### src/core/dac_pd_regs.svh
`ifndef DAC_PD_REGS_SVH
`define DAC_PD_REGS_SVH

`define ADDR_W          4
`define DATA_W          32
`define CODE_W          12
`define MEM_W           17

`define OFS_VCODE       4'h0
`define OFS_VMEM        4'h1
`define OFS_ALLMEM      4'h2
`define OFS_VCFG        4'h3
`define OFS_GC_RESET    4'h4
`define OFS_GC_WAKE     4'h5
`define OFS_STATUS      4'h6

`define RD_VOL          4'h1
`define RD_NV           4'h2

`define F_CODE_LSB      0
`define F_GAIN          12
`define F_PD_LSB        13
`define F_REF_LSB       15

`define ST_IDLE         0
`define ST_POR          1
`define ST_READY        2

`define PD_NORMAL       2'h0
`define PD_BOR          2'h3
`define NV_DEFAULT      17'h00000

`define CLK_PERIOD_NS   20
`define RESET_DELAY_NS  10000
`define PDE_NS          10000
`define EE_WRITE_NS     25000000
`define RESET_DELAY_CYC ((`RESET_DELAY_NS + `CLK_PERIOD_NS - 1) / `CLK_PERIOD_NS)
`define PDE_CYC         ((`PDE_NS + `CLK_PERIOD_NS - 1) / `CLK_PERIOD_NS)
`define EE_WRITE_CYC    ((`EE_WRITE_NS + `CLK_PERIOD_NS - 1) / `CLK_PERIOD_NS)

`endif

### src/core/dac_pd_pkg.sv
package dac_pd_pkg;

    typedef struct packed {
        logic [1:0] ladder_ref_select;
        logic [1:0] powerdown_select;
        logic       gain;
    } cfg_s;

    typedef struct packed {
        cfg_s        cfg;
        logic [11:0] code;
    } mem_s;

    typedef enum logic [1:0] {
        PWR_RUN   = 2'b00,
        PWR_ENTER = 2'b01,
        PWR_DOWN  = 2'b10
    } pwr_e;

endpackage

### src/core/dac_powerdown_reset_memory_ctrl.sv
// The address-and-strobe port and the placing of the registers are this design's own decisions.
`timescale 1ns/100ps
`include "dac_pd_regs.svh"

// Operation
// - Three power-down modes plus normal, chosen by two-bit powerdown_select.
// - Select 00 normal, 01 1k, 10 125k, 11 640k pull-down.
// - Power-down disables circuits, floats the amplifier, detaches ladder.
// - Volatile and nonvolatile contents are kept while powered down.
// - Leaving 00 disables amplifier and applies pull-down only after entry delay.
// - Six commands may update volatile powerdown_select.
// - Command port stays operational in every power-down mode.
// - Exit re-enables circuits, reconnects ladder, drives from volatile state.
// - Select becomes 00 by write of 00, wake-up, reset with NV 00.
// - Power-on copies nonvolatile code and configuration into volatile.
// - Power-on starts reset delay; all commands rejected until it ends.
// - Brown-out forces select 11, clears other volatile bits, rejects commands.
// - General-call reset reloads volatile from nonvolatile without delay timer.
// - Five config bits and code held twice; two volatile status bits.
// - All-memory write loads volatile with the same values as nonvolatile.
// - EEPROM programming starts at the nonvolatile write command itself.
// - eeprom_idle_flag 0 while programming; only reads accepted then.
// - Power-on flag is 1 above trip point, 0 when powered off.
// - Output depends only on volatile code and configuration.
// - Ladder reference 0x supply, 10 pin unbuffered, 11 pin buffered.
// - Gain bit doubles output, forced unity when supply is reference.
module dac_powerdown_reset_memory_ctrl
    import dac_pd_pkg::*;
#(
    parameter int unsigned EE_WRITE_CYCLES = `EE_WRITE_CYC
) (
    input  wire logic                 CLK_I,
    input  wire logic                 RST_I,
    input  wire logic                 SUPPLY_OK_I,
    input  wire logic [`ADDR_W-1:0]   ADDR_I,
    input  wire logic [`DATA_W-1:0]   WDATA_I,
    input  wire logic                 WR_I,
    input  wire logic                 RD_I,
    output logic      [`DATA_W-1:0]   RDATA_O,
    output logic      [`CODE_W-1:0]   CODE_O,
    output logic      [1:0]           LADDER_REF_SEL_O,
    output logic                      GAIN_DOUBLE_O,
    output logic                      LADDER_CONNECT_O,
    output logic                      AMP_EN_O,
    output logic                      BIAS_EN_O,
    output logic      [1:0]           PULLDOWN_SEL_O,
    output logic                      EEPROM_IDLE_O,
    output logic                      POR_FLAG_O,
    output logic                      CMD_READY_O
);

    logic [2:0]  sup_sync;
    logic        supply_ok;
    logic        next_supply;
    logic        por_evt;
    logic        bor_evt;
    logic [9:0]  rst_cnt;
    logic [20:0] ee_cnt;
    logic [9:0]  pd_cnt;
    logic        accept;
    logic        idle;
    logic        wr_ok;
    mem_s        vol;
    mem_s        nv;
    mem_s        wd_mem;
    pwr_e        pwr;

    function automatic logic is_cmd(input logic [`ADDR_W-1:0] a,
                                    input logic [`ADDR_W-1:0] ofs);
        is_cmd = (a == ofs);
    endfunction

    // The supply detector pin passes three stages; a change is taken once the last two agree.
    always_ff @(posedge CLK_I) begin
        if (RST_I) begin
            sup_sync <= 3'h0;
        end else begin
            sup_sync <= {sup_sync[1:0], SUPPLY_OK_I};
        end
    end

    always_comb begin
        next_supply = (sup_sync[1] == sup_sync[2]) ? sup_sync[2] : supply_ok;
        por_evt     = next_supply & ~supply_ok;
        bor_evt     = ~next_supply & supply_ok;
        idle        = (ee_cnt == 21'h0);
        accept      = supply_ok & (rst_cnt == 10'h0);
        wr_ok       = WR_I & accept & idle;
        wd_mem      = mem_s'(WDATA_I[`MEM_W-1:0]);
    end

    always_ff @(posedge CLK_I) begin
        if (RST_I) begin
            supply_ok <= 1'b0;
        end else begin
            supply_ok <= next_supply;
        end
    end

    // Reset delay timer, started only by a power-on event.
    always_ff @(posedge CLK_I) begin
        if (RST_I) begin
            rst_cnt <= 10'h0;
        end else if (por_evt) begin
            rst_cnt <= 10'(`RESET_DELAY_CYC);
        end else if (rst_cnt != 10'h0) begin
            rst_cnt <= rst_cnt - 10'h1;
        end
    end

    // EEPROM programming timer, started by the accepted write itself.
    always_ff @(posedge CLK_I) begin
        if (RST_I) begin
            ee_cnt <= 21'h0;
        end else if (wr_ok && is_cmd(ADDR_I, `OFS_ALLMEM)) begin
            ee_cnt <= 21'(EE_WRITE_CYCLES);
        end else if (ee_cnt != 21'h0) begin
            ee_cnt <= ee_cnt - 21'h1;
        end
    end

    // Nonvolatile copy, changed only by the all-memory write.
    always_ff @(posedge CLK_I) begin
        if (RST_I) begin
            nv <= mem_s'(`NV_DEFAULT);
        end else if (wr_ok && is_cmd(ADDR_I, `OFS_ALLMEM)) begin
            nv <= wd_mem;
        end
    end

    // Volatile copy and its command updates.
    always_ff @(posedge CLK_I) begin
        if (RST_I) begin
            vol     <= mem_s'(`NV_DEFAULT);
            vol.cfg.powerdown_select <= `PD_BOR;
        end else if (bor_evt) begin
            vol     <= mem_s'(`NV_DEFAULT);
            vol.cfg.powerdown_select <= `PD_BOR;
        end else if (por_evt) begin
            vol <= nv;
        end else if (wr_ok) begin
            case (ADDR_I)
                `OFS_VCODE: begin
                    vol.code <= wd_mem.code;
                    vol.cfg.powerdown_select <= wd_mem.cfg.powerdown_select;
                end
                `OFS_VMEM: begin
                    vol <= wd_mem;
                end
                `OFS_ALLMEM: begin
                    vol <= wd_mem;
                end
                `OFS_VCFG: begin
                    vol.cfg <= wd_mem.cfg;
                end
                `OFS_GC_RESET: begin
                    vol <= nv;
                end
                `OFS_GC_WAKE: begin
                    vol.cfg.powerdown_select <= `PD_NORMAL;
                end
                default: begin
                end
            endcase
        end
    end

    // Power-down sequencing with the entry delay.
    always_ff @(posedge CLK_I) begin
        if (RST_I) begin
            pwr    <= PWR_DOWN;
            pd_cnt <= 10'h0;
        end else begin
            case (pwr)
                PWR_RUN: begin
                    if (vol.cfg.powerdown_select != `PD_NORMAL) begin
                        pwr    <= PWR_ENTER;
                        pd_cnt <= 10'(`PDE_CYC - 1);
                    end
                end
                PWR_ENTER: begin
                    if (vol.cfg.powerdown_select == `PD_NORMAL) begin
                        pwr <= PWR_RUN;
                    end else if (pd_cnt == 10'h0) begin
                        pwr <= PWR_DOWN;
                    end else begin
                        pd_cnt <= pd_cnt - 10'h1;
                    end
                end
                PWR_DOWN: begin
                    if (vol.cfg.powerdown_select == `PD_NORMAL) begin
                        pwr <= PWR_RUN;
                    end
                end
                default: begin
                    pwr <= PWR_RUN;
                end
            endcase
        end
    end

    // Analog controls: code, reference and gain from the volatile copy; enables and pull-down from the power-down state.
    always_ff @(posedge CLK_I) begin
        if (RST_I) begin
            CODE_O           <= 12'h000;
            LADDER_REF_SEL_O <= 2'h0;
            GAIN_DOUBLE_O    <= 1'b0;
            LADDER_CONNECT_O <= 1'b0;
            AMP_EN_O         <= 1'b0;
            BIAS_EN_O        <= 1'b0;
            PULLDOWN_SEL_O   <= `PD_BOR;
        end else begin
            CODE_O           <= vol.code;
            LADDER_REF_SEL_O <= vol.cfg.ladder_ref_select;
            GAIN_DOUBLE_O    <= vol.cfg.gain
                                & vol.cfg.ladder_ref_select[1];
            LADDER_CONNECT_O <= (pwr != PWR_DOWN);
            AMP_EN_O         <= (pwr != PWR_DOWN);
            BIAS_EN_O        <= (pwr != PWR_DOWN);
            PULLDOWN_SEL_O   <= (pwr == PWR_DOWN)
                                ? vol.cfg.powerdown_select
                                : `PD_NORMAL;
        end
    end

    // Status outputs and register reads.
    always_ff @(posedge CLK_I) begin
        if (RST_I) begin
            EEPROM_IDLE_O <= 1'b1;
            POR_FLAG_O    <= 1'b0;
            CMD_READY_O   <= 1'b0;
            RDATA_O       <= 32'h0;
        end else begin
            EEPROM_IDLE_O <= idle;
            POR_FLAG_O    <= supply_ok;
            CMD_READY_O   <= accept;
            RDATA_O       <= 32'h0;
            if (RD_I && accept) begin
                case (ADDR_I)
                    `RD_VOL: begin
                        RDATA_O <= {15'h0, vol};
                    end
                    `RD_NV: begin
                        RDATA_O <= {15'h0, nv};
                    end
                    `OFS_STATUS: begin
                        RDATA_O[`ST_IDLE]  <= idle;
                        RDATA_O[`ST_POR]   <= supply_ok;
                        RDATA_O[`ST_READY] <= accept;
                    end
                    default: begin
                    end
                endcase
            end
        end
    end
endmodule // dac_powerdown_reset_memory_ctrl

### config.mk
export PLATFORM = sky130hd
export DESIGN_NAME = dac_powerdown_reset_memory_ctrl
export DESIGN_NICKNAME = d
export VERILOG_FILES = /design/src/core/dac_pd_pkg.sv /design/src/core/dac_powerdown_reset_memory_ctrl.sv
export VERILOG_INCLUDE_DIRS = /design/src /design/src/core
export SDC_FILE = /design/constraint.sdc
export NUM_CORES = 1
export LEC_CHECK = 0
export BUFFER_PORTS_ARGS = -buffer_cell sky130_fd_sc_hd__buf_2
export CORE_ASPECT_RATIO = 0.8
export CORE_UTILIZATION = 50
export CTS_CLUSTER_SIZE = 40
export DETAILED_ROUTE_END_ITERATION = 10
export PLACE_DENSITY = 0.76
export SYNTH_ARGS = -nofsm -noshare
export SYNTH_HDL_FRONTEND = slang
export SYNTH_SLANG_ARGS = --single-unit
### constraint.sdc
create_clock -name CLK_I -period 2.5 [get_ports CLK_I]
set_input_delay 0.625 -clock CLK_I [delete_from_list [all_inputs] [get_ports CLK_I]]
set_output_delay 0.625 -clock CLK_I [all_outputs]
set_load 0.01 [all_outputs]
# Word-level counts from Yosys, hierarchy flattened
# Cells that the tools add are included.
[word_totals]
reg_bits = 134
inputBits = 41
out_inout_bits = 55
elab_cells = 105
[op_classes]
add_sub_neg = 3
eq_ne = 15
muxes = 23
bitwise_logic = 9
reduce_logical = 30
[ops]
columns = ["op", "count"]
rows = [
  ["$mux W21", 2],
  ["$mux W17", 2],
  ["$mux W10", 3],
  ["$pmux W14 S2", 1],
  ["$pmux W12 S2", 1],
  ["$logic_not A21 Y1", 1],
  ["$reduce_bool A21 Y1", 1],
  ["$sub A21 B1 Y21 const B", 1],
  ["$logic_not A10 Y1", 2],
  ["$pmux W10 S2", 1],
  ["$sub A10 B1 Y10 const B", 2],
  ["$mux W9", 2],
  ["$eq A4 B3 Y1 const B", 3],
  ["$pmux W2 S3", 2],
  ["$mux W2", 5],
  ["$ne A2 B2 Y1 const B", 5],
  ["$reduce_bool A10 Y1", 1],
  ["$reduce_bool A2 Y1", 5],
  ["$pmux W3 S3", 1],
  ["$eq A4 B2 Y1 const B", 2],
  ["$reduce_or A2 Y1", 4],
  ["$and A1 B1 Y1", 6],
  ["$reduce_and A2 Y1", 3],
  ["$reduce_bool A3 Y1", 2],
  ["other kinds (17)", 22],
]

# Depth between registers and ports, before layout
[logic_depth]
depth_word = 6
ltp_mapped = 9
depth_no_buf = 7

# Worst setup path before layout
# No wires, ideal clock.
[synth_path]
kind = "in2reg"
start = "input ADDR_I[1]"
end = "register nv[0] (netlist bit)"
setup_time_ps = 128
arrival_time_ps = 2293
required_time_ps = 2372
slack_ps = 79
path_stages = 8
path_buffers = 3
cell_sequence = "clkbuf_1 -> nor4b_2 -> inv_1 -> nor4_2 -> buf_4 -> buf_12 -> mux2i_1 -> nor2_1"
[synth_between]
elab_chain_cells = 2
[synth_rtl]
columns = ["element", "line_no", "source"]
rows = [
  ["from (decl)", "dac_powerdown_reset_memory_ctrl.sv:35", "input wire logic [`ADDR_W-1:0] ADDR_I,"],
  ["$eq A4 B2 Y1", "dac_powerdown_reset_memory_ctrl.sv:70", "is_cmd = (a == ofs);"],
  ["$logic_and A1 B1 Y1", "dac_powerdown_reset_memory_ctrl.sv:126", "end else if (wr_ok && is_cmd(ADDR_I, `OFS_ALLMEM)) begin"],
  ["to (signal assigned)", "dac_powerdown_reset_memory_ctrl.sv:125", "nv <= mem_s'(`NV_DEFAULT);"],
  ["to (signal assigned)", "dac_powerdown_reset_memory_ctrl.sv:127", "nv <= wd_mem;"],
  ["to (decl)", "dac_powerdown_reset_memory_ctrl.sv:64", "mem_s nv;"],
]
# No other way between the ends.
# A chain may end at the register's enable or synchronous reset.

# Final worst setup path
[layout_path]
start = "register ee_cnt[10]"
end = "register nv[9] (netlist bit)"
[layout_between]
elab_chain_cells = 3
[layout_rtl]
columns = ["element", "line_no", "source"]
rows = [
  ["from (decl)", "dac_powerdown_reset_memory_ctrl.sv:58", "logic [20:0] ee_cnt;"],
  ["from (signal assigned)", "dac_powerdown_reset_memory_ctrl.sv:116", "ee_cnt <= 21'(EE_WRITE_CYCLES);"],
  ["from (signal assigned)", "dac_powerdown_reset_memory_ctrl.sv:118", "ee_cnt <= ee_cnt - 21'h1;"],
  ["$logic_not A21 Y1", "dac_powerdown_reset_memory_ctrl.sv:86", "idle = (ee_cnt == 21'h0);"],
  ["$and A1 B1 Y1", "dac_powerdown_reset_memory_ctrl.sv:88", "wr_ok = WR_I & accept & idle;"],
  ["$logic_and A1 B1 Y1", "dac_powerdown_reset_memory_ctrl.sv:126", ""],
]
# No other way between the ends.

==> summary.md <==
| Metric | Value |
|---|---|
| Status | `finished, final reports clean` |
| Nets | `679` |
| Vias in the first global route | `4218` |
| Arr. time, crit path | `about 2700 ps` |
| Total power | `7.19 mW` |
| H-tree depth | `4` |
| CP endpoint kind | `flip-flop` |
| CTS sink cnt | `~120` |
| Post-synth top cells | `dfxtp_1 (119), nor2_1 (67), a21oi_1 (40)` |
| Top cells by area, synth | `dfxtp_1 (45%), mux2i_1 (6.7%), nor2_1 (4.8%)` |
| Met1 Usage GRT | `30.6%` |
| Clock Tree Root | `clkbuf_16` |
| Initial antenna violation count | `1` |
| FF+latch area | `2380 sq um` |
| GRT Util Overall | `24.4%` |
| Buffers on Ports | `65` |
| Filler cells | `~860` |
| Global-route wire length before repair | `20.4 mm` |
| GR met3 Demand/Resource | `7.32%` |
| DR iter-0 viols | `330` |
| Share of post-route cells with drive strength above 1 | `between 10% and 20%` |
| Cts-stage hold buffer count | `0` |
| Cell count after synthesis | `570` |
| Global route overflow | `0` |
| Hold Crit Class | `flip-flop to flip-flop` |
| Worst setup SP type | `flip-flop` |
| Die height | `93.5 microns` |
| Netlist cell types | `56` |
| VDD IR-drop max | `0.670 mV` |
| Origin of the critical flop-to-flop path | `ee_cnt[10]$_SDFFE_PP0P_` |
| Setup Viol. Count Final | `0` |
| Initial Utilization | `between 50 and 60%` |
| Rel. slew slack | `56.0%` |
| Share of the synthesized area in the top cell type | `45.5%` |
| Die ar. | `~11000 sq um` |
| Total of max-cap violations | `0` |
| Setup CP Type | `flip-flop to flip-flop` |
| Final hold vios | `0` |
| # DRC | `0` |
| Critical Path Start | `ee_cnt[10]$_SDFFE_PP0P_` |
| Final Cycle Share | `94.7%` |
| Grt met2 use | `38.8%` |
| Row count | `33` |
| Wirelength per Cell | `15.7 microns` |
| Area occupied by multi-input gates | `2620 sq um` |
| Fin crit period | `2370 ps` |
| #FFs+latches synth | `around 120` |
| Top_reg_cell synth | `dfxtp_1` |
| Slew @ Worst Pin | `654 ps` |
| Slew Limit Fails | `0` |
| Number of post-CTS setup repair buffers | `0` |
| TritonCTS clock tree | `built` |
| CTS Buf Count | `17` |
| Async SR Flop Fraction | `0%` |
| Largest net degree at the start of global routing | `38` |
| Wirelength, routed | `12.3 mm` |
| Clk buf depth | `2` |
| Synth Cell Area | `~5200 sq um` |
| DPL Wire Length | `8.14 mm` |
| Global route hottest layer | `met2` |
| Leak pwr | `around 2.5 nW` |
| RSZ-0062 raised after global routing | `no` |
| Vias/cell | `between 5 and 6` |
| EDFF count, synth | `0` |
| Avg Synthesized Cell Area | `9.19 sq um` |
| Placeable Area | `between 10000 and 15000 sq um` |
| Via count | `4356` |
| Clock Skew | `6.86 ps` |
| Die Wd | `116 microns` |
| Post-route ant nets | `0` |
| Setup_tns | `0 ps` |
| Worst-Skew Late Latency | `410 ps` |
| Fmax | `between 0.4 and 0.5 GHz` |
| I/O Pins | `between 90 and 100` |
| Worst-path maximum fanout | `17` |
| Area growth from synthesis to layout | `21.4%` |
| Worst path required time | `2790 ps` |
| Yosys top cell by area | `dfxtp_1` |
| Routability congestion estimate | `approximately 0.9` |
| P per Cell Area | `~1100 nW/um^2` |
| CTS resizes | `0` |
| HP Start | `sup_sync[0]$_SDFF_PP0_` |
| N_diodes | `0` |
| Reg clk slew, reported paths | `50 ps` |
| Drt pass-1 iters | `4` |
| Leading cell type by number of instances after synthesis | `dfxtp_1` |
| Synthesis Warnings | `0` |
| Register area share after synthesis | `45.5%` |
-- per-layer routing --
layer	vias up	part of all wire (%)
met5	-	0
met4	0	1.6
li1	2134	-
met2	125	49
met1	2076	44
met3	21	5.7
-- cells by family (layout without fill, tap and decap cells) --
family	after synthesis	count (layout)	synth area share, %
AO/OA/AOI/OAI	112	112	13.7
XOR/XNOR	27	27	4.51
adder cells (fa/ha/maj)	6	6	1.39
buffers and inverters	61	122	6.09
flip-flops	119	119	45.5
multiplexers	35	35	6.69
other	1	15	0.0716
AND/OR/NAND/NOR	209	209	22.1
-- worst max-delay path: stages, from the launching register on --
cell,delay (ps)
dfxtp_1,360
or4_4,580
or3_4,380
nor4_4,390
buf_12,230
mux2i_1,240
nor2_1,60
-- per-stage QoR --
step	worst slack (ps)	area, sq um	utilization [%]	instances	hold slack (ps)
final	133	6360	62.3	785	435
after global routing	21.0	6360	62.3	785	455
after CTS	76.4	6350	62.3	785	438
after detailed placement	126	5660	55.5	754	430
after global placement	259	5660	55.5	754	422
after floorplan	79.3	5290	-	584	414
-- power breakdown --
| part | switching, mW | total [mW] | internal [mW] |
|---|---|---|---|
| Clock | 0.823 | 2.82 | 1.99 |
| Sequential | 0.243 | 2.36 | 2.12 |
| Combinational | 1.14 | 2.01 | 0.871 |
| Total | 2.21 | 7.19 | 4.98 |
-- sequential cells by signal, indices dropped and copies added (netlist names) --
| signal | flops |
|---|---|
| ee_cnt | 21 |
| RDATA_O | 17 |
| nv | 17 |
| vol | 17 |
| CODE_O | 12 |
| pd_cnt | 10 |
| rst_cnt | 10 |
| sup_sync | 3 |
| LADDER_REF_SEL_O | 2 |
| PULLDOWN_SEL_O | 2 |
| pwr | 2 |
| BIAS_EN_O | 1 |
| CMD_READY_O | 1 |
| EEPROM_IDLE_O | 1 |
| GAIN_DOUBLE_O | 1 |
| POR_FLAG_O | 1 |
| supply_ok | 1 |
-- layout make-up --
| class | count | share of cell area (%) |
|---|---|---|
| Timing Repair Buffer | 80 | 7.09 |
| Clock buffer | 23 | 7.83 |
| Clock inverter | 8 | 2.99 |
| Inverter | 11 | 0.650 |
| Sequential cell | 119 | 37.5 |
| Multi-Input combinational cell | 404 | 41.2 |
| Tap cell | 140 | 2.76 |
-- worst paths after layout --
path                            endpoint  slack (ps)  cells after the start
setup / recovery      nv[9]$_SDFFE_PP0P_         130                      6
hold / removal    sup_sync[1]$_SDFF_PP0_         440                      1
setup reg to reg      nv[9]$_SDFFE_PP0P_         130                      6
hold reg to reg   sup_sync[1]$_SDFF_PP0_         440                      1
-- cell usage in the layout (no fill, tap or decap), drive strengths merged, types with 18 or more instances in the layout --
cell and n:
buf 80, nor2b 20, dfxtp 119, a21oi 40
clkbuf 23, a22oi 19, and3 18, mux2i 35
nor2 67
Note: power is estimated with default switching activity, not from simulation.
